**src/common/rtc_map.svh**
```systemverilog
// Register offsets, field positions, reset values and counts for the clock core.
// Included by the logic and verification files; holds definitions only.
`ifndef RTC_MAP_SVH
`define RTC_MAP_SVH
`define CFG_OFS 5'h00
`define TWIN_OFS 5'h04
`define ACFG_OFS 5'h08
`define AWIN_OFS 5'h0C
`define KEY_OFS 5'h10
`define SRC_OFS 5'h14
`define KEY_FIRST 8'h55
`define KEY_SECOND 8'hAA
`define ALRM_PTR_HI 9
`define ALRM_PTR_LO 8
`define SRC_TIMER_BIT 0
`define SRC_SECONDS_BIT 1
`define PTR_MS 2'h0
`define PTR_WH 2'h1
`define PTR_MD 2'h2
`define PTR_Y 2'h3
`define HALF_LAST 16'h3FFF
`define SYNC_LEAD 16'h0020
`define BCD_NINE 4'h9
`define ZERO_BCD 8'h00
`define ONE_BCD 8'h01
`define SEC_MAX 8'h59
`define MIN_MAX 8'h59
`define HOUR_MAX 8'h23
`define WDAY_MAX 8'h06
`define MONTH_MAX 8'h12
`define YEAR_MAX 8'h99
`define DAY_31 8'h31
`define DAY_30 8'h30
`define DAY_29 8'h29
`define DAY_28 8'h28
`define MON_FEB 8'h02
`define MON_APR 8'h04
`define MON_JUN 8'h06
`define MON_SEP 8'h09
`define MON_NOV 8'h11
`define RST_WDAY 8'h06
`define RST_ALARM_SETUP 16'h0000
`endif

```
**src/common/rtc_pkg.sv**
```systemverilog
// Types shared by the clock core files.
// Field order of cfg_view_t is the configuration register layout; bus_req_t packs the bus request.
package rtc_pkg;
  typedef struct packed {
    logic module_on;
    logic rsvd;
    logic time_write_unlock;
    logic ripple_warning;
    logic second_half_flag;
    logic tick_output_on;
    logic [1:0] time_window_pointer;
    logic [7:0] trim;
  } cfg_view_t;
  typedef struct packed {
    logic [4:0] address;
    logic read;
    logic write;
    logic [31:0] writedata;
    logic [3:0] byteenable;
  } bus_req_t;
  typedef enum logic [1:0] {KEY_IDLE, KEY_GOT_FIRST, KEY_OPEN} key_state_t;
endpackage

```
**src/logic/bcd_unit.sv**
```systemverilog
// One two-digit BCD count stage with load, wrap and carry.
// Assumes a valid BCD load value; reset is power-on only.
`timescale 1ns/1ps
`include "rtc_map.svh"
module bcd_unit #(
  parameter logic [7:0] MIN_VAL = `ZERO_BCD,
  parameter logic [7:0] RST_VAL = `ZERO_BCD
) (
  // Clock and reset
  input wire logic i_core_clk,
  input wire logic i_sys_rst,
  // Control
  input wire logic i_step,
  input wire logic i_load,
  input wire logic [7:0] i_load_val,
  input wire logic [7:0] i_max,
  // State
  output logic [7:0] o_value,
  output logic o_wrap
);
  wire logic [7:0] inc_val;
  assign inc_val = (o_value[3:0] >= `BCD_NINE) ?
                   {o_value[7:4] + 4'h1, 4'h0} : {o_value[7:4], o_value[3:0] + 4'h1};
  assign o_wrap = i_step & (o_value >= i_max);
  always_ff @(posedge i_core_clk) begin
    if (i_sys_rst) begin
      o_value <= RST_VAL;
    end else if (i_load) begin
      o_value <= i_load_val;
    end else if (o_wrap) begin
      o_value <= MIN_VAL;
    end else if (i_step) begin
      o_value <= inc_val;
    end
  end
endmodule

```
**src/logic/rtc_calendar_core.sv**
```systemverilog
// Real-time clock and calendar core with an Avalon-MM register slave.
// Assumes i_sys_rst is power-on reset and i_pin_rst the external pin reset.
// Notes on behaviour
// - Count half-seconds, seconds, minutes and hours
// - Hours run in 24-hour form
// - Weekday and leap years done in hardware
// - All time values held as BCD
// - Output pin carries alarm or seconds tick
// - Time base from oscillator or timer pin
// - Counting survives external pin reset
// - Time pointer selects the value pair
// - High-byte write decrements pointer, stops at 00
// - Alarm pointer selects the alarm pair
// - Alarm high-byte write decrements, stops at 00
// - Any window read decrements its pointer
// - Time writes ignored unless unlocked
// - Unlock only right after key sequence
// - Enable bit writable only while unlocked
// - Ripple warning flag near rollover
// - Half-second flag; seconds write clears it
// - Output enable bit gates the pin
// - Signed trim adjusts four pulses per step
// - Config register reset by power-on only
`timescale 1ns/1ps
`include "rtc_map.svh"
module rtc_calendar_core (
  // Clock and resets
  input wire logic i_core_clk,
  input wire logic i_sys_rst,
  input wire logic i_pin_rst,
  // Time-base pins
  input wire logic i_osc_in,
  input wire logic i_timer_clk_in,
  // Alarm event from the alarm comparator
  input wire logic i_alarm_event,
  // Avalon-MM slave
  input wire logic [4:0] i_address,
  input wire logic i_read,
  input wire logic i_write,
  input wire logic [31:0] i_writedata,
  input wire logic [3:0] i_byteenable,
  output logic [31:0] o_readdata,
  output logic o_waitrequest,
  // Clock output pin
  output logic o_tick_out
);
  rtc_pkg::bus_req_t req;
  rtc_pkg::cfg_view_t wcfg;
  rtc_pkg::cfg_view_t cfg_rd;
  rtc_pkg::key_state_t key_state;
  rtc_pkg::key_state_t next_key;

  // Configuration, power-on reset only
  logic module_on;
  logic time_write_unlock;
  logic tick_output_on;
  logic [1:0] time_window_pointer;
  logic [7:0] trim;
  logic src_timer;
  logic out_seconds;

  // Alarm side
  logic [15:0] alarm_setup_register;
  logic [7:0] alarm_byte [6];

  // Time state
  logic [7:0] sec_v;
  logic [7:0] min_v;
  logic [7:0] hour_v;
  logic [7:0] wday_v;
  logic [7:0] day_v;
  logic [7:0] month_v;
  logic [7:0] year_v;
  logic sec_wrap;
  logic min_wrap;
  logic hour_wrap;
  logic day_wrap;
  logic month_wrap;
  logic half_pulse;
  logic second_half_flag;
  logic ripple_warning;

  assign req = {i_address, i_read, i_write, i_writedata, i_byteenable};
  assign wcfg = req.writedata[15:0];

  // Access decode
  wire logic do_acc;
  wire logic do_wr;
  wire logic do_rd;
  wire logic lane_lo;
  wire logic lane_hi;
  wire logic hit_cfg;
  wire logic hit_twin;
  wire logic hit_acfg;
  wire logic hit_awin;
  wire logic hit_key;
  wire logic hit_src;
  assign do_acc = (req.read | req.write) & o_waitrequest;
  assign do_wr = do_acc & req.write;
  assign do_rd = do_acc & req.read;
  assign lane_lo = req.byteenable[0];
  assign lane_hi = req.byteenable[1];
  assign hit_cfg = req.address == `CFG_OFS;
  assign hit_twin = req.address == `TWIN_OFS;
  assign hit_acfg = req.address == `ACFG_OFS;
  assign hit_awin = req.address == `AWIN_OFS;
  assign hit_key = req.address == `KEY_OFS;
  assign hit_src = req.address == `SRC_OFS;

  // Key sequence
  wire logic key_wr;
  wire logic key_open;
  assign key_wr = do_wr & hit_key & lane_lo;
  assign key_open = key_state == rtc_pkg::KEY_OPEN;

  always_comb begin
    next_key = key_state;
    if (do_acc) begin
      unique case (key_state)
        rtc_pkg::KEY_IDLE: begin
          if (key_wr && req.writedata[7:0] == `KEY_FIRST) begin
            next_key = rtc_pkg::KEY_GOT_FIRST;
          end
        end
        rtc_pkg::KEY_GOT_FIRST: begin
          if (key_wr && req.writedata[7:0] == `KEY_SECOND) begin
            next_key = rtc_pkg::KEY_OPEN;
          end else if (key_wr && req.writedata[7:0] == `KEY_FIRST) begin
            next_key = rtc_pkg::KEY_GOT_FIRST;
          end else begin
            next_key = rtc_pkg::KEY_IDLE;
          end
        end
        rtc_pkg::KEY_OPEN: begin
          // Window lasts exactly one further access
          next_key = rtc_pkg::KEY_IDLE;
        end
        default: begin
          next_key = rtc_pkg::KEY_IDLE;
        end
      endcase
    end
  end

  // Configuration writes
  wire logic cfg_hi_wr;
  wire logic cfg_lo_wr;
  wire logic next_unlock;
  wire logic next_on;
  assign cfg_hi_wr = do_wr & hit_cfg & lane_hi;
  assign cfg_lo_wr = do_wr & hit_cfg & lane_lo;
  assign next_unlock = cfg_hi_wr ?
                       (wcfg.time_write_unlock & (key_open | time_write_unlock)) :
                       time_write_unlock;
  assign next_on = (cfg_hi_wr & time_write_unlock) ? wcfg.module_on : module_on;

  // Time window access
  wire logic tw_hi_wr;
  wire logic tw_lo_wr;
  wire logic tw_rd;
  wire logic [1:0] next_tptr;
  assign tw_hi_wr = do_wr & hit_twin & lane_hi & time_write_unlock;
  assign tw_lo_wr = do_wr & hit_twin & lane_lo & time_write_unlock;
  assign tw_rd = do_rd & hit_twin;
  assign next_tptr = cfg_hi_wr ? wcfg.time_window_pointer :
                     ((tw_hi_wr | tw_rd) && time_window_pointer != `PTR_MS) ?
                     time_window_pointer - 2'h1 : time_window_pointer;

  wire logic ld_sec;
  wire logic ld_min;
  wire logic ld_hour;
  wire logic ld_wday;
  wire logic ld_day;
  wire logic ld_month;
  wire logic ld_year;
  assign ld_sec = tw_lo_wr & (time_window_pointer == `PTR_MS);
  assign ld_min = tw_hi_wr & (time_window_pointer == `PTR_MS);
  assign ld_hour = tw_lo_wr & (time_window_pointer == `PTR_WH);
  assign ld_wday = tw_hi_wr & (time_window_pointer == `PTR_WH);
  assign ld_day = tw_lo_wr & (time_window_pointer == `PTR_MD);
  assign ld_month = tw_hi_wr & (time_window_pointer == `PTR_MD);
  assign ld_year = tw_lo_wr & (time_window_pointer == `PTR_Y);

  // Alarm window access
  wire logic [1:0] aptr;
  wire logic aw_hi_wr;
  wire logic aw_lo_wr;
  wire logic aw_rd;
  wire logic aw_valid;
  wire logic [1:0] next_aptr;
  wire logic [2:0] a_lo_idx;
  wire logic [2:0] a_hi_idx;
  assign aptr = alarm_setup_register[`ALRM_PTR_HI:`ALRM_PTR_LO];
  assign aw_valid = aptr != `PTR_Y;
  assign aw_hi_wr = do_wr & hit_awin & lane_hi;
  assign aw_lo_wr = do_wr & hit_awin & lane_lo;
  assign aw_rd = do_rd & hit_awin;
  assign next_aptr = ((aw_hi_wr | aw_rd) && aptr != `PTR_MS) ?
                     aptr - 2'h1 : aptr;
  assign a_lo_idx = {aptr, 1'b0};
  assign a_hi_idx = {aptr, 1'b1};

  // Calendar limits
  wire logic leap;
  wire logic [7:0] day_max;
  wire logic short_month;
  assign leap = year_v[4] ?
                (year_v[3:0] == 4'h2 || year_v[3:0] == 4'h6) :
                (year_v[3:0] == 4'h0 || year_v[3:0] == 4'h4 || year_v[3:0] == 4'h8);
  assign short_month = month_v == `MON_APR || month_v == `MON_JUN ||
                       month_v == `MON_SEP || month_v == `MON_NOV;
  assign day_max = (month_v == `MON_FEB) ? (leap ? `DAY_29 : `DAY_28) :
                   short_month ? `DAY_30 : `DAY_31;

  // Count chain
  wire logic sec_step;
  assign sec_step = half_pulse & second_half_flag;

  tb_prescaler u_presc (
    .i_core_clk(i_core_clk),
    .i_sys_rst(i_sys_rst),
    .i_run(module_on),
    .i_src_timer(src_timer),
    .i_trim(trim),
    .i_minute_edge(sec_wrap),
    .i_restart(ld_sec),
    .i_osc_in(i_osc_in),
    .i_timer_clk_in(i_timer_clk_in),
    .o_half_pulse(half_pulse),
    .o_second_half(second_half_flag),
    .o_near_rollover(ripple_warning)
  );

  bcd_unit #(.MIN_VAL(`ZERO_BCD), .RST_VAL(`ZERO_BCD)) u_sec (
    .i_core_clk(i_core_clk),
    .i_sys_rst(i_sys_rst),
    .i_step(sec_step),
    .i_load(ld_sec),
    .i_load_val(req.writedata[7:0]),
    .i_max(`SEC_MAX),
    .o_value(sec_v),
    .o_wrap(sec_wrap)
  );

  bcd_unit #(.MIN_VAL(`ZERO_BCD), .RST_VAL(`ZERO_BCD)) u_min (
    .i_core_clk(i_core_clk),
    .i_sys_rst(i_sys_rst),
    .i_step(sec_wrap),
    .i_load(ld_min),
    .i_load_val(req.writedata[15:8]),
    .i_max(`MIN_MAX),
    .o_value(min_v),
    .o_wrap(min_wrap)
  );

  bcd_unit #(.MIN_VAL(`ZERO_BCD), .RST_VAL(`ZERO_BCD)) u_hour (
    .i_core_clk(i_core_clk),
    .i_sys_rst(i_sys_rst),
    .i_step(min_wrap),
    .i_load(ld_hour),
    .i_load_val(req.writedata[7:0]),
    .i_max(`HOUR_MAX),
    .o_value(hour_v),
    .o_wrap(hour_wrap)
  );

  bcd_unit #(.MIN_VAL(`ZERO_BCD), .RST_VAL(`RST_WDAY)) u_wday (
    .i_core_clk(i_core_clk),
    .i_sys_rst(i_sys_rst),
    .i_step(hour_wrap),
    .i_load(ld_wday),
    .i_load_val(req.writedata[15:8]),
    .i_max(`WDAY_MAX),
    .o_value(wday_v),
    .o_wrap()
  );

  bcd_unit #(.MIN_VAL(`ONE_BCD), .RST_VAL(`ONE_BCD)) u_day (
    .i_core_clk(i_core_clk),
    .i_sys_rst(i_sys_rst),
    .i_step(hour_wrap),
    .i_load(ld_day),
    .i_load_val(req.writedata[7:0]),
    .i_max(day_max),
    .o_value(day_v),
    .o_wrap(day_wrap)
  );

  bcd_unit #(.MIN_VAL(`ONE_BCD), .RST_VAL(`ONE_BCD)) u_month (
    .i_core_clk(i_core_clk),
    .i_sys_rst(i_sys_rst),
    .i_step(day_wrap),
    .i_load(ld_month),
    .i_load_val(req.writedata[15:8]),
    .i_max(`MONTH_MAX),
    .o_value(month_v),
    .o_wrap(month_wrap)
  );

  bcd_unit #(.MIN_VAL(`ZERO_BCD), .RST_VAL(`ZERO_BCD)) u_year (
    .i_core_clk(i_core_clk),
    .i_sys_rst(i_sys_rst),
    .i_step(month_wrap),
    .i_load(ld_year),
    .i_load_val(req.writedata[7:0]),
    .i_max(`YEAR_MAX),
    .o_value(year_v),
    .o_wrap()
  );

  // Read data selection
  wire logic [15:0] tw_rdata;
  wire logic [15:0] aw_rdata;
  wire logic [31:0] rdata;
  assign tw_rdata = (time_window_pointer == `PTR_MS) ? {min_v, sec_v} :
                    (time_window_pointer == `PTR_WH) ? {wday_v, hour_v} :
                    (time_window_pointer == `PTR_MD) ? {month_v, day_v} :
                    {8'h00, year_v};
  assign aw_rdata = aw_valid ? {alarm_byte[a_hi_idx], alarm_byte[a_lo_idx]} : 16'h0000;
  assign cfg_rd = '{module_on, 1'b0, time_write_unlock, ripple_warning,
                    second_half_flag, tick_output_on, time_window_pointer, trim};
  assign rdata = hit_cfg ? {16'h0000, cfg_rd} :
                 hit_twin ? {16'h0000, tw_rdata} :
                 hit_acfg ? {16'h0000, alarm_setup_register} :
                 hit_awin ? {16'h0000, aw_rdata} :
                 hit_src ? {30'h00000000, out_seconds, src_timer} :
                 32'h00000000;

  // Bus handshake: one wait cycle, then a single-cycle answer
  always_ff @(posedge i_core_clk) begin
    if (i_sys_rst || i_pin_rst) begin
      o_waitrequest <= 1'b1;
      o_readdata <= 32'h00000000;
    end else if (do_acc) begin
      o_waitrequest <= 1'b0;
      o_readdata <= req.read ? rdata : o_readdata;
    end else begin
      o_waitrequest <= 1'b1;
    end
  end

  // Power-on reset only; pin reset leaves it
  always_ff @(posedge i_core_clk) begin
    if (i_sys_rst) begin
      module_on <= 1'b0;
      time_write_unlock <= 1'b0;
      tick_output_on <= 1'b0;
      time_window_pointer <= `PTR_MS;
      trim <= 8'h00;
      src_timer <= 1'b0;
      out_seconds <= 1'b0;
    end else begin
      module_on <= next_on;
      time_write_unlock <= next_unlock;
      time_window_pointer <= next_tptr;
      if (cfg_hi_wr) begin
        tick_output_on <= wcfg.tick_output_on;
      end
      if (cfg_lo_wr) begin
        trim <= wcfg.trim;
      end
      if (do_wr && hit_src && lane_lo) begin
        src_timer <= req.writedata[`SRC_TIMER_BIT];
        out_seconds <= req.writedata[`SRC_SECONDS_BIT];
      end
    end
  end

  // Alarm setup and key state
  always_ff @(posedge i_core_clk) begin
    if (i_sys_rst || i_pin_rst) begin
      alarm_setup_register <= `RST_ALARM_SETUP;
      key_state <= rtc_pkg::KEY_IDLE;
    end else begin
      key_state <= next_key;
      if (do_wr && hit_acfg) begin
        alarm_setup_register[15:8] <= lane_hi ? req.writedata[15:8] :
                                      alarm_setup_register[15:8];
        alarm_setup_register[7:0] <= lane_lo ? req.writedata[7:0] :
                                     alarm_setup_register[7:0];
      end else begin
        alarm_setup_register[`ALRM_PTR_HI:`ALRM_PTR_LO] <= next_aptr;
      end
    end
  end

  // Alarm value bytes
  always_ff @(posedge i_core_clk) begin
    if (i_sys_rst) begin
      for (int i = 0; i < 6; i++) begin
        alarm_byte[i] <= `ZERO_BCD;
      end
    end else if (aw_valid) begin
      if (aw_hi_wr) begin
        alarm_byte[a_hi_idx] <= req.writedata[15:8];
      end
      if (aw_lo_wr) begin
        alarm_byte[a_lo_idx] <= req.writedata[7:0];
      end
    end
  end

  // Output pin: seconds square wave or alarm pulse
  always_ff @(posedge i_core_clk) begin
    if (i_sys_rst) begin
      o_tick_out <= 1'b0;
    end else begin
      o_tick_out <= tick_output_on &
                    (out_seconds ? ~second_half_flag : i_alarm_event);
    end
  end
endmodule

```
**src/logic/tb_prescaler.sv**
```systemverilog
// Time-base edge detector, half-second prescaler and drift trim.
// Assumes time-base pins synchronous to the core clock.
`timescale 1ns/1ps
`include "rtc_map.svh"
module tb_prescaler (
  // Clock and reset
  input wire logic i_core_clk,
  input wire logic i_sys_rst,
  // Control
  input wire logic i_run,
  input wire logic i_src_timer,
  input wire logic [7:0] i_trim,
  input wire logic i_minute_edge,
  input wire logic i_restart,
  // Time-base pins
  input wire logic i_osc_in,
  input wire logic i_timer_clk_in,
  // Status
  output logic o_half_pulse,
  output logic o_second_half,
  output logic o_near_rollover
);
  logic src_prev;
  logic [15:0] count;
  wire logic src;
  wire logic tb_edge;
  wire logic [15:0] trim_load;
  wire logic [15:0] near_mark;
  assign src = i_src_timer ? i_timer_clk_in : i_osc_in;
  assign tb_edge = src & ~src_prev;
  // Four pulses per step, sign extended
  assign trim_load = {{6{i_trim[7]}}, i_trim, 2'b00};
  assign near_mark = `HALF_LAST - `SYNC_LEAD;
  assign o_half_pulse = tb_edge & i_run & ($signed(count) >= $signed(`HALF_LAST));
  assign o_near_rollover = i_run & o_second_half & ($signed(count) >= $signed(near_mark));
  // Power-on reset only, so time survives a pin reset
  always_ff @(posedge i_core_clk) begin
    if (i_sys_rst) begin
      src_prev <= 1'b0;
      count <= 16'h0000;
      o_second_half <= 1'b0;
    end else begin
      src_prev <= src;
      if (i_restart) begin
        count <= 16'h0000;
        o_second_half <= 1'b0;
      end else if (o_half_pulse) begin
        count <= i_minute_edge ? trim_load : 16'h0000;
        o_second_half <= ~o_second_half;
      end else if (tb_edge && i_run) begin
        count <= count + 16'h0001;
      end
    end
  end
endmodule

```
**config.mk**
```make
export PLATFORM = sky130hd
export DESIGN_NAME = rtc_calendar_core
export DESIGN_NICKNAME = d
export VERILOG_FILES = /design/src/common/rtc_pkg.sv /design/src/logic/bcd_unit.sv /design/src/logic/rtc_calendar_core.sv /design/src/logic/tb_prescaler.sv
export VERILOG_INCLUDE_DIRS = /design/src /design/src/common
export SDC_FILE = /design/constraint.sdc
export NUM_CORES = 1
export LEC_CHECK = 0
export BUFFER_PORTS_ARGS = -buffer_cell sky130_fd_sc_hd__buf_2
export CAP_MARGIN = 20
export CELL_PAD_IN_SITES_DETAIL_PLACEMENT = 1
export CELL_PAD_IN_SITES_GLOBAL_PLACEMENT = 1
export CORE_MARGIN = 3
export CORE_UTILIZATION = 51
export CTS_CLUSTER_DIAMETER = 40
export CTS_CLUSTER_SIZE = 16
export DETAILED_ROUTE_END_ITERATION = 16
export PLACE_DENSITY = 0.95
export RECOVER_POWER = 25
export SLEW_MARGIN = 5
export SYNTH_ARGS = -nofsm -noshare
export SYNTH_HDL_FRONTEND = slang
export SYNTH_SLANG_ARGS = --single-unit
```
**constraint.sdc**
```tcl
create_clock -name i_core_clk -period 5.3 [get_ports i_core_clk]
set_clock_uncertainty 0.15 [all_clocks]
set_input_delay 1.06 -clock i_core_clk [delete_from_list [all_inputs] [get_ports i_core_clk]]
set_output_delay 1.06 -clock i_core_clk [all_outputs]
set_load 0.01 [all_outputs]
```
-- After elaboration in Yosys (flattened, before gate mapping)
Memory sizes are Yosys's and may differ from the RTL's. A register that Yosys moved wholly into a read port is not among the register bits.
Cells that the tools add are included.
Widths: inputs -> output; s select.
- output and inout port bits: 34
- RAM bits: 48
- memories kept: 1
- input bits: 49
- word-level logic and storage cells: 265
- register bits after elaboration: 141
- order comparisons: 16
- multiplexer cells: 76
- $add $sub $neg: 17
- bitwise operators: 47
- reductions and logical operators: 53
- eq/ne operators: 24
- memories (memory ; depth ; width ; rd ports ; clocked after memory_dff ; write ports ; line ; RTL):
    alarm_byte ; 6 ; 8 ; 2 ; 2 ; 6 ; rtc_calendar_core.sv:64 ; logic [7:0] alarm_byte [6];
- operators by type and width (operator ; number):
    $mux 8 ; 30
    $mux 16 ; 11
    $add 4x1->4 const B ; 14
    $reduce_bool 3->1 ; 14
    $and 1x1->1 ; 41
    $ge 16x15->1 const B ; 2
    $ge 4x4->1 const B ; 7
    $reduce_and 2->1 ; 12
    $mux 1 ; 19
    $mux 3 ; 6
    $add 16x1->16 const B ; 1
    $eq 8x3->1 const B ; 2
    $ge 8x7->1 const B ; 2
    $mux 2 ; 8
    $reduce_or 8->1 ; 2
    $eq 5x4->1 const B ; 2
    $eq 5x5->1 const B ; 2
    $reduce_bool 2->1 ; 5
    $eq 4x3->1 const B ; 2
    $eq 8x2->1 const B ; 1
    $eq 8x4->1 const B ; 1
    $eq 8x5->1 const B ; 1
    $eq 8x7->1 const B ; 1
    $eq 8x8->1 const B ; 1
    other kinds (22) ; 46

-- Longest topological paths before layout
Gate-level depths: netlist of the first run.
- depth after elaboration: 13
- gate-level depth with buffers: 13
- depth with buffers taken out: 13

-- Modules after synthesis
Synthesis of the first run repeated with hierarchy kept, for this count alone.
- cell total of the unflattened synthesis: 1390
- area, all modules: 12744.7 um^2
- by module, submodules not included (module ; instances ; area an instance (um^2) ; sequential area each (um^2) ; cells an instance):
    rtc_calendar_core ; 1 ; 6236.0 ; 2982.9 ; 588
    bcd_unit (u_hour ...) ; 4 ; 778.2 ; 160.2 ; 97
    bcd_unit (u_day ...) ; 2 ; 770.7 ; 160.2 ; 89
    tb_prescaler ; 1 ; 1113.6 ; 360.3 ; 141
    bcd_unit (u_wday) ; 1 ; 740.7 ; 160.2 ; 95

-- Worst setup path after synthesis of the first run
OpenSTA, ideal clock, no wires.
- path type: register to register
- start: reg u_month.o_value[0]
- end: reg u_month.o_value[2]
- required time: 5059 ps
- period minus slack after synthesis: 3423 ps
- arrival: 3182 ps
- path buffers: 1
- stages on the path, launching flop included: 14
- slack: 1877 ps
- setup time: 91 ps
- cell sequence: dfxtp_1 > inv_1 > ha_1 > nor3b_1 > o22ai_1 > and3_1 > a21oi_1 > ha_1 > or4b_2 > a21oi_1 > or3_1 > buf_2 > o21ai_0 > a311oi_1
- cells in the longest elaborated chain, start to end: 11
- elaborated cells on any way between the ends: 21
- classes of those cells: add/sub: 1; order compare: 3; eq/ne: 5; mux: 6; bitwise: 2; reduce/logical: 4
- RTL lines (element ; line ; RTL):
    start: declaration ; bcd_unit.sv:18 ; output logic [7:0] o_value,
    start signal: assignment ; bcd_unit.sv:29 ; o_value <= i_load_val;
    start signal: assignment ; bcd_unit.sv:33 ; o_value <= inc_val;
    $eq 8x3->1 (no line) ; n/a ;
    $logic_or 1x1->1 (no line) (3 in a row) ; n/a ;
    $mux 1 (no line) ; n/a ;
    $mux 5 (no line) ; n/a ;
    $ge 8x6->1 ; bcd_unit.sv:24 ; assign o_wrap = i_step & (o_value >= i_max);
    $and 1x1->1 (2 in a row) ; bcd_unit.sv:24 ;
    $mux 8 ; bcd_unit.sv:30 ; end else if (o_wrap) begin
    $mux 8 ; bcd_unit.sv:28 ; end else if (i_load) begin
Several ways; a longest one is shown, not always the timed one. The select of a mux whose other input is x is not followed.
A chain may end at the register's enable or synchronous reset.

-- Worst setup path after layout of the first run
Same ends and word-level chain as after synthesis.

==> results of run 1 <==
-- tightest hold or removal path: stages, from the launching register on --
cell                      delay, ns
sky130_fd_sc_hd__dfxtp_1       0.32
sky130_fd_sc_hd__nand2_1       0.07
sky130_fd_sc_hd__a21oi_1       0.06
-- stage by stage --
stage	area, um^2	std cells	power [mW]	hold slack (ns)
2_1_floorplan	10900	1200	1.66	0.282
3_3_place_gp	11200	1441	1.72	0.292
3_5_place_dp	11200	1441	1.72	0.314
4_1_cts	11700	1473	2.97	0.348
5_1_grt	11700	1474	3.04	0.358
6_report	11700	1474	2.99	0.348
-- registers in the layout (all words and copies together) (netlist names), 16 cells and up, named ones only --
name                  cells
o_readdata               16
alarm_setup_register     16
alarm_byte               64
u_presc.count            16
-- per-layer routing --
layer / share of wire, % / GRT usage [%]
met5: 0 / 0
met4: 5.5 / 18.5
met3: 10 / 8.08
met2: 47 / 57.5
met1: 37 / 42.7
-- power by group through the flow --
stage	clock network, mW	logic (mW)	registers, mW
global placement	0	0.135	1.58
detailed placement	0	0.141	1.58
finish	1.28	0.152	1.55
CTS	1.27	0.145	1.55
floorplan	0	0.0828	1.58
global route	1.33	0.156	1.55
-- final cells by class --
type / count / share of cell area, %
clock buffers: 17 / 3.64
clock inverters: 15 / 1.08
inverters: 51 / 1.64
multi-input cells: 869 / 50.1
flip-flops and latches: 191 / 38.2
well taps: 270 / 2.89
repair buffers: 61 / 2.53
-- logic make-up (layout without fill, tap and decap cells) --
logic type	count (synthesis)	in the layout	synth area share, %
compound gates	290	290	18.5
xor+xnor	5	5	0.406
fa+ha+maj	53	53	6.15
buf+inv	140	144	5.51
flops	191	191	41.4
mux	54	54	6.87
other cells	1	32	0.0348
simple gates	435	435	21.1
-- placed cells by master (no fill, tap or decap), types with 5 or more instances in the layout --
cell	count
sky130_fd_sc_hd__dfxtp_1	127
sky130_fd_sc_hd__nor2_1	116
sky130_fd_sc_hd__nand2_1	88
sky130_fd_sc_hd__o21ai_0	69
sky130_fd_sc_hd__and3_1	67
sky130_fd_sc_hd__edfxtp_1	64
sky130_fd_sc_hd__a21oi_1	54
sky130_fd_sc_hd__ha_1	53
sky130_fd_sc_hd__inv_1	51
sky130_fd_sc_hd__mux2i_1	38
sky130_fd_sc_hd__nand3_1	38
sky130_fd_sc_hd__clkbuf_1	38
sky130_fd_sc_hd__conb_1	32
sky130_fd_sc_hd__nor3_1	28
sky130_fd_sc_hd__a211oi_1	22
sky130_fd_sc_hd__o211ai_1	22
sky130_fd_sc_hd__a311oi_1	19
sky130_fd_sc_hd__clkbuf_16	17
sky130_fd_sc_hd__a222oi_1	16
sky130_fd_sc_hd__mux4_2	16
sky130_fd_sc_hd__a31oi_1	14
sky130_fd_sc_hd__nor4_1	13
sky130_fd_sc_hd__a21o_1	12
sky130_fd_sc_hd__a22oi_1	12
sky130_fd_sc_hd__nand4_1	11
sky130_fd_sc_hd__buf_2	11
sky130_fd_sc_hd__buf_4	11
sky130_fd_sc_hd__and2_1	7
sky130_fd_sc_hd__o32ai_1	6
sky130_fd_sc_hd__or4_1	6
sky130_fd_sc_hd__a221oi_1	6
sky130_fd_sc_hd__nor4_2	5
sky130_fd_sc_hd__nor2b_1	5
sky130_fd_sc_hd__or3_1	5
-- worst max path at each step --
stage / startpoint / to / slack [ns]
detailed placement: u_month.o_value[0] / u_month.o_value[2] / 1.21
finish: u_month.o_value[0] / u_month.o_value[2] / 1.13
floorplan: u_month.o_value[0] / u_month.o_value[2] / 1.88
CTS: u_month.o_value[0] / u_month.o_value[2] / 1.17
global route: u_month.o_value[0] / u_day.o_value[6] / 0.94
global placement: u_month.o_value[0] / u_month.o_value[2] / 1.34
==> metrics.sh, run 1 <==
WORSTREG2REGEND='u_month.o_value[2]'
CRITICAL_PATH.STARTPOINT_TYPE='flop'
ANTENNA_FOUND_INITIAL=1
ROUTED-VIA-COUNT=10376
TRITONCTS='yes'
REG2REGPATHDEPTH=12
DR.FIRST_ITER.DRC_COUNT=1538
SETUP_TOTAL_NEGATIVE_SLACK_NS=0
WORSTSETUPPATHDEPTH=12
ROUTE.FINAL.WIRE_LENGTH_UM=40300
SYNTH_COMMON_CELLS='sky130_fd_sc_hd__dfxtp_1, sky130_fd_sc_hd__nor2_1, sky130_fd_sc_hd__nand2_1'
DIE_WIDTH_UM=151
PLACEMENT.IO_BUFFERS=48
FLOORPLAN.INITIALDENSITY_PCT=52.6
TIGHTESTPINTRANSITION_NS=1.96
STANDARD_CELL_ROW_COUNT=52
ASYNC_RESET_FF_SHARE_PCT=0
DRT_DRC_VIOLATIONS_LEFT=0
TIMING.HOLD.WORST_ENDPOINT='key_state[0]'
YOSYSTOPAREACELL='sky130_fd_sc_hd__dfxtp_1'
CLK-INSERTION-DELAY-LATE_NS=0.46
PART_OF_THE_CYCLE_THE_WORST_PATH_NEEDS_PCT=78.7
AVGROUTEDWIREPERCELL_UM=27.3
NUM_ANTENNA_CELLS=0
CRITPATHMAXSTAGEDELAY_NS=0.66
CRIT_FANOUT=9
GLOBALROUTEOVERFLOWTOTAL=0
RUN_STATUS='finished with violations'
HOLD_DEPTH=2
CP_DATA_ARRIVAL_TIME_NS=4.38
FINALCOREUTILIZATION_PCT=57.1
HOLD_VIOL_FINAL=0
R2R_SETUP_SLACK_NS=1.13
SYN-MEAN-INSTANCE-AREA_UM2=9.22
ANT_NETS=0
AREA_USED_BY_MULTI_INPUT_COMBINATIONAL_LOGIC_MM2=0.00585
FAILED_CHECKS='capacitance limit, slew limit'
NETLIST_AREA_MM2=0.0108
YOSYS_WARNINGS=0
TOTAL_LEAKAGE_POWER_nW=4.22
CRITICAL_PATH.N_BUFFERS_INVERTERS=1
COUNT_OF_UNIQUE_LIBRARY_CELLS_INSTANTIATED_BY_YOSYS=79
DIE-AREA_MM2=0.0229
POST_CTS_REPAIR_RESIZE_COUNT=0
CRITICALPATHCATEGORY='flop to flop'
SYNTH-EDFF-COUNT=64
PLACE_CONGESTION=0.909
SYNTH_LARGEST_TYPE_AREA_FRACTION_PCT=23.6
WORSTHOLDSTART='key_state[0]'
H-TREE-DEPTH=4
VIASPERCELL=7.04
DRIVE_ABOVE_1_SHARE_PCT=8.47
COMB_POWER_SHARE_PCT=5.1
LARGEST_DELAY_CONTRIBUTOR_FAMILY_ON_THE_CRITICAL_PATH='simple AND/OR/NAND/NOR gates'
CLK_PIN_SLEW_WORST_PATHS_NS=0.08
GRT_FIRST_PASS_WIRELENGTH_UM=61100
SYNTHESIS.INSTANCES=1169
RR_STARTPOINT='u_month.o_value[0]'
FILLER_CELL_COUNT=2345
CTS_ROOT_BUFFER='sky130_fd_sc_hd__clkbuf_16'
SYNTH_TOP_CELLS_BY_AREA='sky130_fd_sc_hd__dfxtp_1, sky130_fd_sc_hd__edfxtp_1, sky130_fd_sc_hd__ha_1'
NET-SWITCHING-POWER_mW=0.801
IR_DROP_WORST_CASE_VDD_V=0.000158
MAXCAPVIOLCOUNT=1
TYPE_OF_DESTINATION_OF_THE_CRITICAL_PATH='flop'
SYNTH_SEQ_CELLS=191
GRT_START_MAX_NET_PINS=76
SETUP-VIOLATIONS-FINAL=0
TIMING_MAX_TRANSITION_VIOLATIONS_FINAL=25
WORSTHOLDPATHTYPE='flop to flop'
DPL.HPWL_UM=25300
POWER_PER_CELL_AREA_mW_PER_MM2=256
FIN_NETS=1293
CTSHOLDBUFFERS=0
MAX-SLEW-MARGIN-REL_PCT=-30.5
MOST_USED_STANDARD_CELL_BY_INSTANCE_COUNT_AFTER_SYNTHESIS='sky130_fd_sc_hd__dfxtp_1'
PRE_CTS_WS_NS=1.21
DIE_SPAN_Y_UM=151
CP_DATA_REQUIRED_TIME_NS=5.51
TRACK_USAGE_PCT=35.0
CTS_BUFFERS=17
GRT_SETUP_UNREPAIRED='no'
ACHIEVABLE-FREQUENCY_GHz=0.240
TOP_LEVEL_PORTS=83
CTS.SINKS=191
COREAREA_MM2=0.0205
FINALWORSTPATHREQUIREDPERIOD_NS=4.17
SEQUENTIALPOWERSHARE_PCT=52.0
PATH_CELLS='inv_1 -> ha_1 -> nor3b_1 -> o22ai_1 -> and3_1 -> a21oi_1 -> ha_1 -> or4b_2 -> a21oi_1 -> or3_1 -> o21ai_0 -> a311oi_1'
POWER.SWITCHING_FRACTION_PCT=26.8
DETAILED_ROUTING_ITERATION_COUNT_FOR_THE_PRE_ANTENNA_REPAIR_PASS=8
FINALWORSTSETUPSLACK_NS=1.13
CP_SLOWEST_CELL='sky130_fd_sc_hd__or4b_2'
REGISTER_AREA_MM2=0.00446
SEQ_AREA_FRAC_SYNTH_PCT=41.4
CLK_PWR_SHARE_PCT=42.9
FIRST_GLOBAL_VIAS=10619
AREA_GROWTH_PCT=8.45
POSTCTSSETUPREPAIRBUFS=0
SYNTH_FF_TYPE='sky130_fd_sc_hd__dfxtp_1'
TOTAL_INTERNAL_POWER_mW=2.19
CLOCKBUFFERDEPTH=2
Power figures use the tool's default switching activity.
==> inputs of run 2 (changes only) <==
--- a/config.mk
+++ b/config.mk
@@ -11,11 +11,11 @@
 export CELL_PAD_IN_SITES_DETAIL_PLACEMENT = 1
 export CELL_PAD_IN_SITES_GLOBAL_PLACEMENT = 1
 export CORE_MARGIN = 3
-export CORE_UTILIZATION = 51
+export CORE_UTILIZATION = 43
 export CTS_CLUSTER_DIAMETER = 40
 export CTS_CLUSTER_SIZE = 16
 export DETAILED_ROUTE_END_ITERATION = 16
-export PLACE_DENSITY = 0.95
+export PLACE_DENSITY = 0.87
 export RECOVER_POWER = 25
 export SLEW_MARGIN = 5
 export SYNTH_ARGS = -nofsm -noshare
==> constraint.sdc (replaced) <==
create_clock -name i_core_clk -period 3.54 [get_ports i_core_clk]
set_clock_uncertainty 0.15 [all_clocks]
set_input_delay 0.708 -clock i_core_clk [delete_from_list [all_inputs] [get_ports i_core_clk]]
set_output_delay 0.708 -clock i_core_clk [all_outputs]
set_load 0.01 [all_outputs]
==> run 2 against run 1 <==
Compared with the run above: the flow still finishes with violations (capacitance limit, slew limit); routed wire length shrank 8.6%; cell count grew 6.4%; core utilization shrank 7.5 points; critical path type unchanged; critical endpoint is now u_day.o_value[6].
==> metrics.sh, run 2 (synthesis results as in run 1) <==
LARGEST_REGISTER_FF_COUNT=64  # unchanged
GRT_START_MAX_NET_PINS=75  # was 76
TRACK_USAGE_PCT=27.5  # was 35.0%
FIRST_GLOBAL_VIAS=10134  # was 10619
FINALCOREUTILIZATION_PCT=49.6  # was 57.1%
COREAREA_MM2=0.0245  # was 0.0205 mm^2
FINALWORSTPATHREQUIREDPERIOD_NS=3.38  # was 4.17 ns
CLK-INSERTION-DELAY-LATE_NS=0.45  # was 0.46 ns
CP_DATA_ARRIVAL_TIME_NS=3.49  # was 4.38 ns
FILLER_CELL_COUNT=2809  # was 2345
MAXCAPVIOLCOUNT=1  # unchanged
ROUTE.LAYER.MET1.WL_UM=15300  # was 14800 um
TYPE_OF_DESTINATION_OF_THE_CRITICAL_PATH='flop'  # unchanged
DRT_DRC_VIOLATIONS_LEFT=0  # unchanged
PLACE_CONGESTION=0.926  # was 0.909
FIN_NETS=1334  # was 1293
AREA_USED_BY_MULTI_INPUT_COMBINATIONAL_LOGIC_MM2=0.00587  # was 0.00585 mm^2
WORSTHOLDPATHTYPE='flop to flop'  # unchanged
REGISTERS.TOP_BY_FF_COUNT='alarm_byte'  # unchanged
LAYOUT_COMMONEST_CELL='sky130_fd_sc_hd__dfxtp_1'  # unchanged
DR.FIRST_ITER.DRC_COUNT=1069  # was 1538
SETUP_TOTAL_NEGATIVE_SLACK_NS=0  # unchanged
DETAILED_ROUTING_ITERATION_COUNT_FOR_THE_PRE_ANTENNA_REPAIR_PASS=8  # unchanged
HOLD_VIOL_FINAL=0  # unchanged
SETUP-VIOLATIONS-FINAL=0  # unchanged
AREA_GROWTH_PCT=12.5  # was 8.45%
DR_WL_MET2_UM=18100  # was 19100 um
AVGROUTEDWIREPERCELL_UM=23.5  # was 27.3 um
ROUTE.FINAL.WIRE_LENGTH_UM=36800  # was 40300 um
DIE_SPAN_Y_UM=164  # was 151 um
PLACEMENT.IO_BUFFERS=48  # unchanged
DRIVE_ABOVE_1_SHARE_PCT=11.8  # was 8.47%
DIE-AREA_MM2=0.0270  # was 0.0229 mm^2
PLACED_AREA_MM2=0.0116  # was 0.0112 mm^2
CRITICALPATHCATEGORY='flop to flop'  # unchanged
STANDARD_CELL_ROW_COUNT=57  # was 52
CTSHOLDBUFFERS=0  # unchanged
CP_DATA_REQUIRED_TIME_NS=3.65  # was 5.51 ns
POWER_PER_CELL_AREA_mW_PER_MM2=374  # was 256 mW/mm^2
CLK_PIN_SLEW_WORST_PATHS_NS=0.08  # about the same
FAILED_CHECKS='capacitance limit, slew limit'  # unchanged
CTS_BUFFERS=17  # unchanged
REGISTER_AREA_MM2=0.00446  # unchanged
CRITICAL_PATH.STARTPOINT_TYPE='flop'  # unchanged
ANT_NETS=0  # unchanged
IR_DROP_WORST_CASE_VDD_V=0.000336  # was 0.000158 V
ACHIEVABLE-FREQUENCY_GHz=0.296  # was 0.240 GHz
MET3WIRELENGTH_UM=2210  # was 4170 um
ANTENNA_FOUND_INITIAL=0  # was 1
MAX-SLEW-MARGIN-REL_PCT=-19.9  # was -30.5%
H-TREE-DEPTH=4  # unchanged
TIMING_MAX_TRANSITION_VIOLATIONS_FINAL=75  # was 25
TOTAL_LEAKAGE_POWER_nW=4.46  # was 4.22 nW
CTS.SINKS=191  # unchanged
GLOBALROUTEOVERFLOWTOTAL=0  # unchanged
ROUTED-VIA-COUNT=9851  # was 10376
PART_OF_THE_CYCLE_THE_WORST_PATH_NEEDS_PCT=95.4  # was 78.7%
NUM_ANTENNA_CELLS=0  # unchanged
VIASPERCELL=6.28  # was 7.04
LAYOUT.CELLS.MOST_COMMON_LIST='sky130_fd_sc_hd__dfxtp_1, sky130_fd_sc_hd__nor2_1, sky130_fd_sc_hd__nand2_1, sky130_fd_sc_hd__o21ai_0, sky130_fd_sc_hd__and3_1'  # unchanged
DIE_WIDTH_UM=164  # was 151 um
TIGHTESTPINTRANSITION_NS=1.80  # was 1.96 ns
GRT_SETUP_UNREPAIRED='no'  # unchanged
TRITONCTS='yes'  # unchanged
FLOORPLAN.INITIALDENSITY_PCT=44.1  # was 52.6%
DPL.HPWL_UM=25700  # was 25300 um
RUN_STATUS='finished with violations'  # unchanged
CLOCKBUFFERDEPTH=2  # unchanged
CTS_ROOT_BUFFER='sky130_fd_sc_hd__clkbuf_16'  # unchanged
GRT_FIRST_PASS_WIRELENGTH_UM=57400  # was 61100 um
FINAL_DESIGN_AREA_NO_FILL_MM2=0.0121  # was 0.0117 mm^2
CRIT_FANOUT=6  # was 9
TOP_LEVEL_PORTS=83  # unchanged
TOP_LAYER_USED='met4'  # unchanged
## run 2: cell types whose count changed in the layout (fill, tap and decap cells not counted), sizes merged
cell | before | now
buf | 23 | 64
bufinv | 0 | 1
clkbuf | 55 | 56
clkinv | 5 | 6
clkinvlp | 3 | 1
inv | 58 | 57
## run 2: final timing paths
kind         depth (start not counted)          endpoint  slack [ns]              start
max reg2reg                         13  u_day.o_value[6]        0.16  u_year.o_value[0]
max                                 13  u_day.o_value[6]        0.16  u_year.o_value[0]
min reg2reg                          2      key_state[0]        0.33       key_state[0]
min                                  2      key_state[0]        0.33       key_state[0]
## run 2: layer usage
layer  track usage, %  up-vias
met3             5.67       95
met4             11.0        0
met2             46.6      358
li1                 -     4472
met1             34.1     4926
met5                0        -
## run 2: report_power, final
part / internal (mW) / switching (mW)
clock: 1.02 / 0.981
sequential: 2.30 / 0.0187
combinational: 0.0505 / 0.169
## run 2: layout make-up
| type | instances | area share (%) |
|---|---|---|
| clock inverters | 14 | 1.44 |
| clock buffers | 18 | 3.54 |
| inverters | 51 | 1.58 |
| repair buffers | 102 | 4.90 |
| well taps | 324 | 3.34 |
| multi-input cells | 869 | 48.4 |
| flip-flops and latches | 191 | 36.8 |
## run 2: through the flow
step           power [mW]  worst slack (ns)  cells  hold WS, ns
2_1_floorplan        2.49             0.117   1200        0.282
3_3_place_gp         2.58             0.165   1536        0.292
3_5_place_dp         2.59            0.0632   1536        0.307
4_1_cts              4.54            0.0219   1568        0.319
5_1_grt              4.64            0.0166   1569        0.341
6_report             4.54             0.163   1569        0.330
## run 2: critical path, stage by stage, from the launching register on
cell and delay, ns:
sky130_fd_sc_hd__dfxtp_1 0.32, sky130_fd_sc_hd__inv_1 0.12, sky130_fd_sc_hd__ha_1 0.18, sky130_fd_sc_hd__inv_1 0.05, sky130_fd_sc_hd__o32ai_2 0.29, sky130_fd_sc_hd__a41oi_2 0.16
sky130_fd_sc_hd__a21oi_1 0.14, sky130_fd_sc_hd__ha_1 0.25, sky130_fd_sc_hd__or4b_4 0.50, sky130_fd_sc_hd__a22o_1 0.27, sky130_fd_sc_hd__nor2_2 0.18, sky130_fd_sc_hd__o31a_1 0.32
sky130_fd_sc_hd__buf_4 0.17, sky130_fd_sc_hd__o32ai_1 0.08
## run 2: what timing repair did
action                                  in CTS  in global routing
setup buffers                                0                  1
gates resized for setup                      0                  6
endpoints found under the setup margin       0                 23
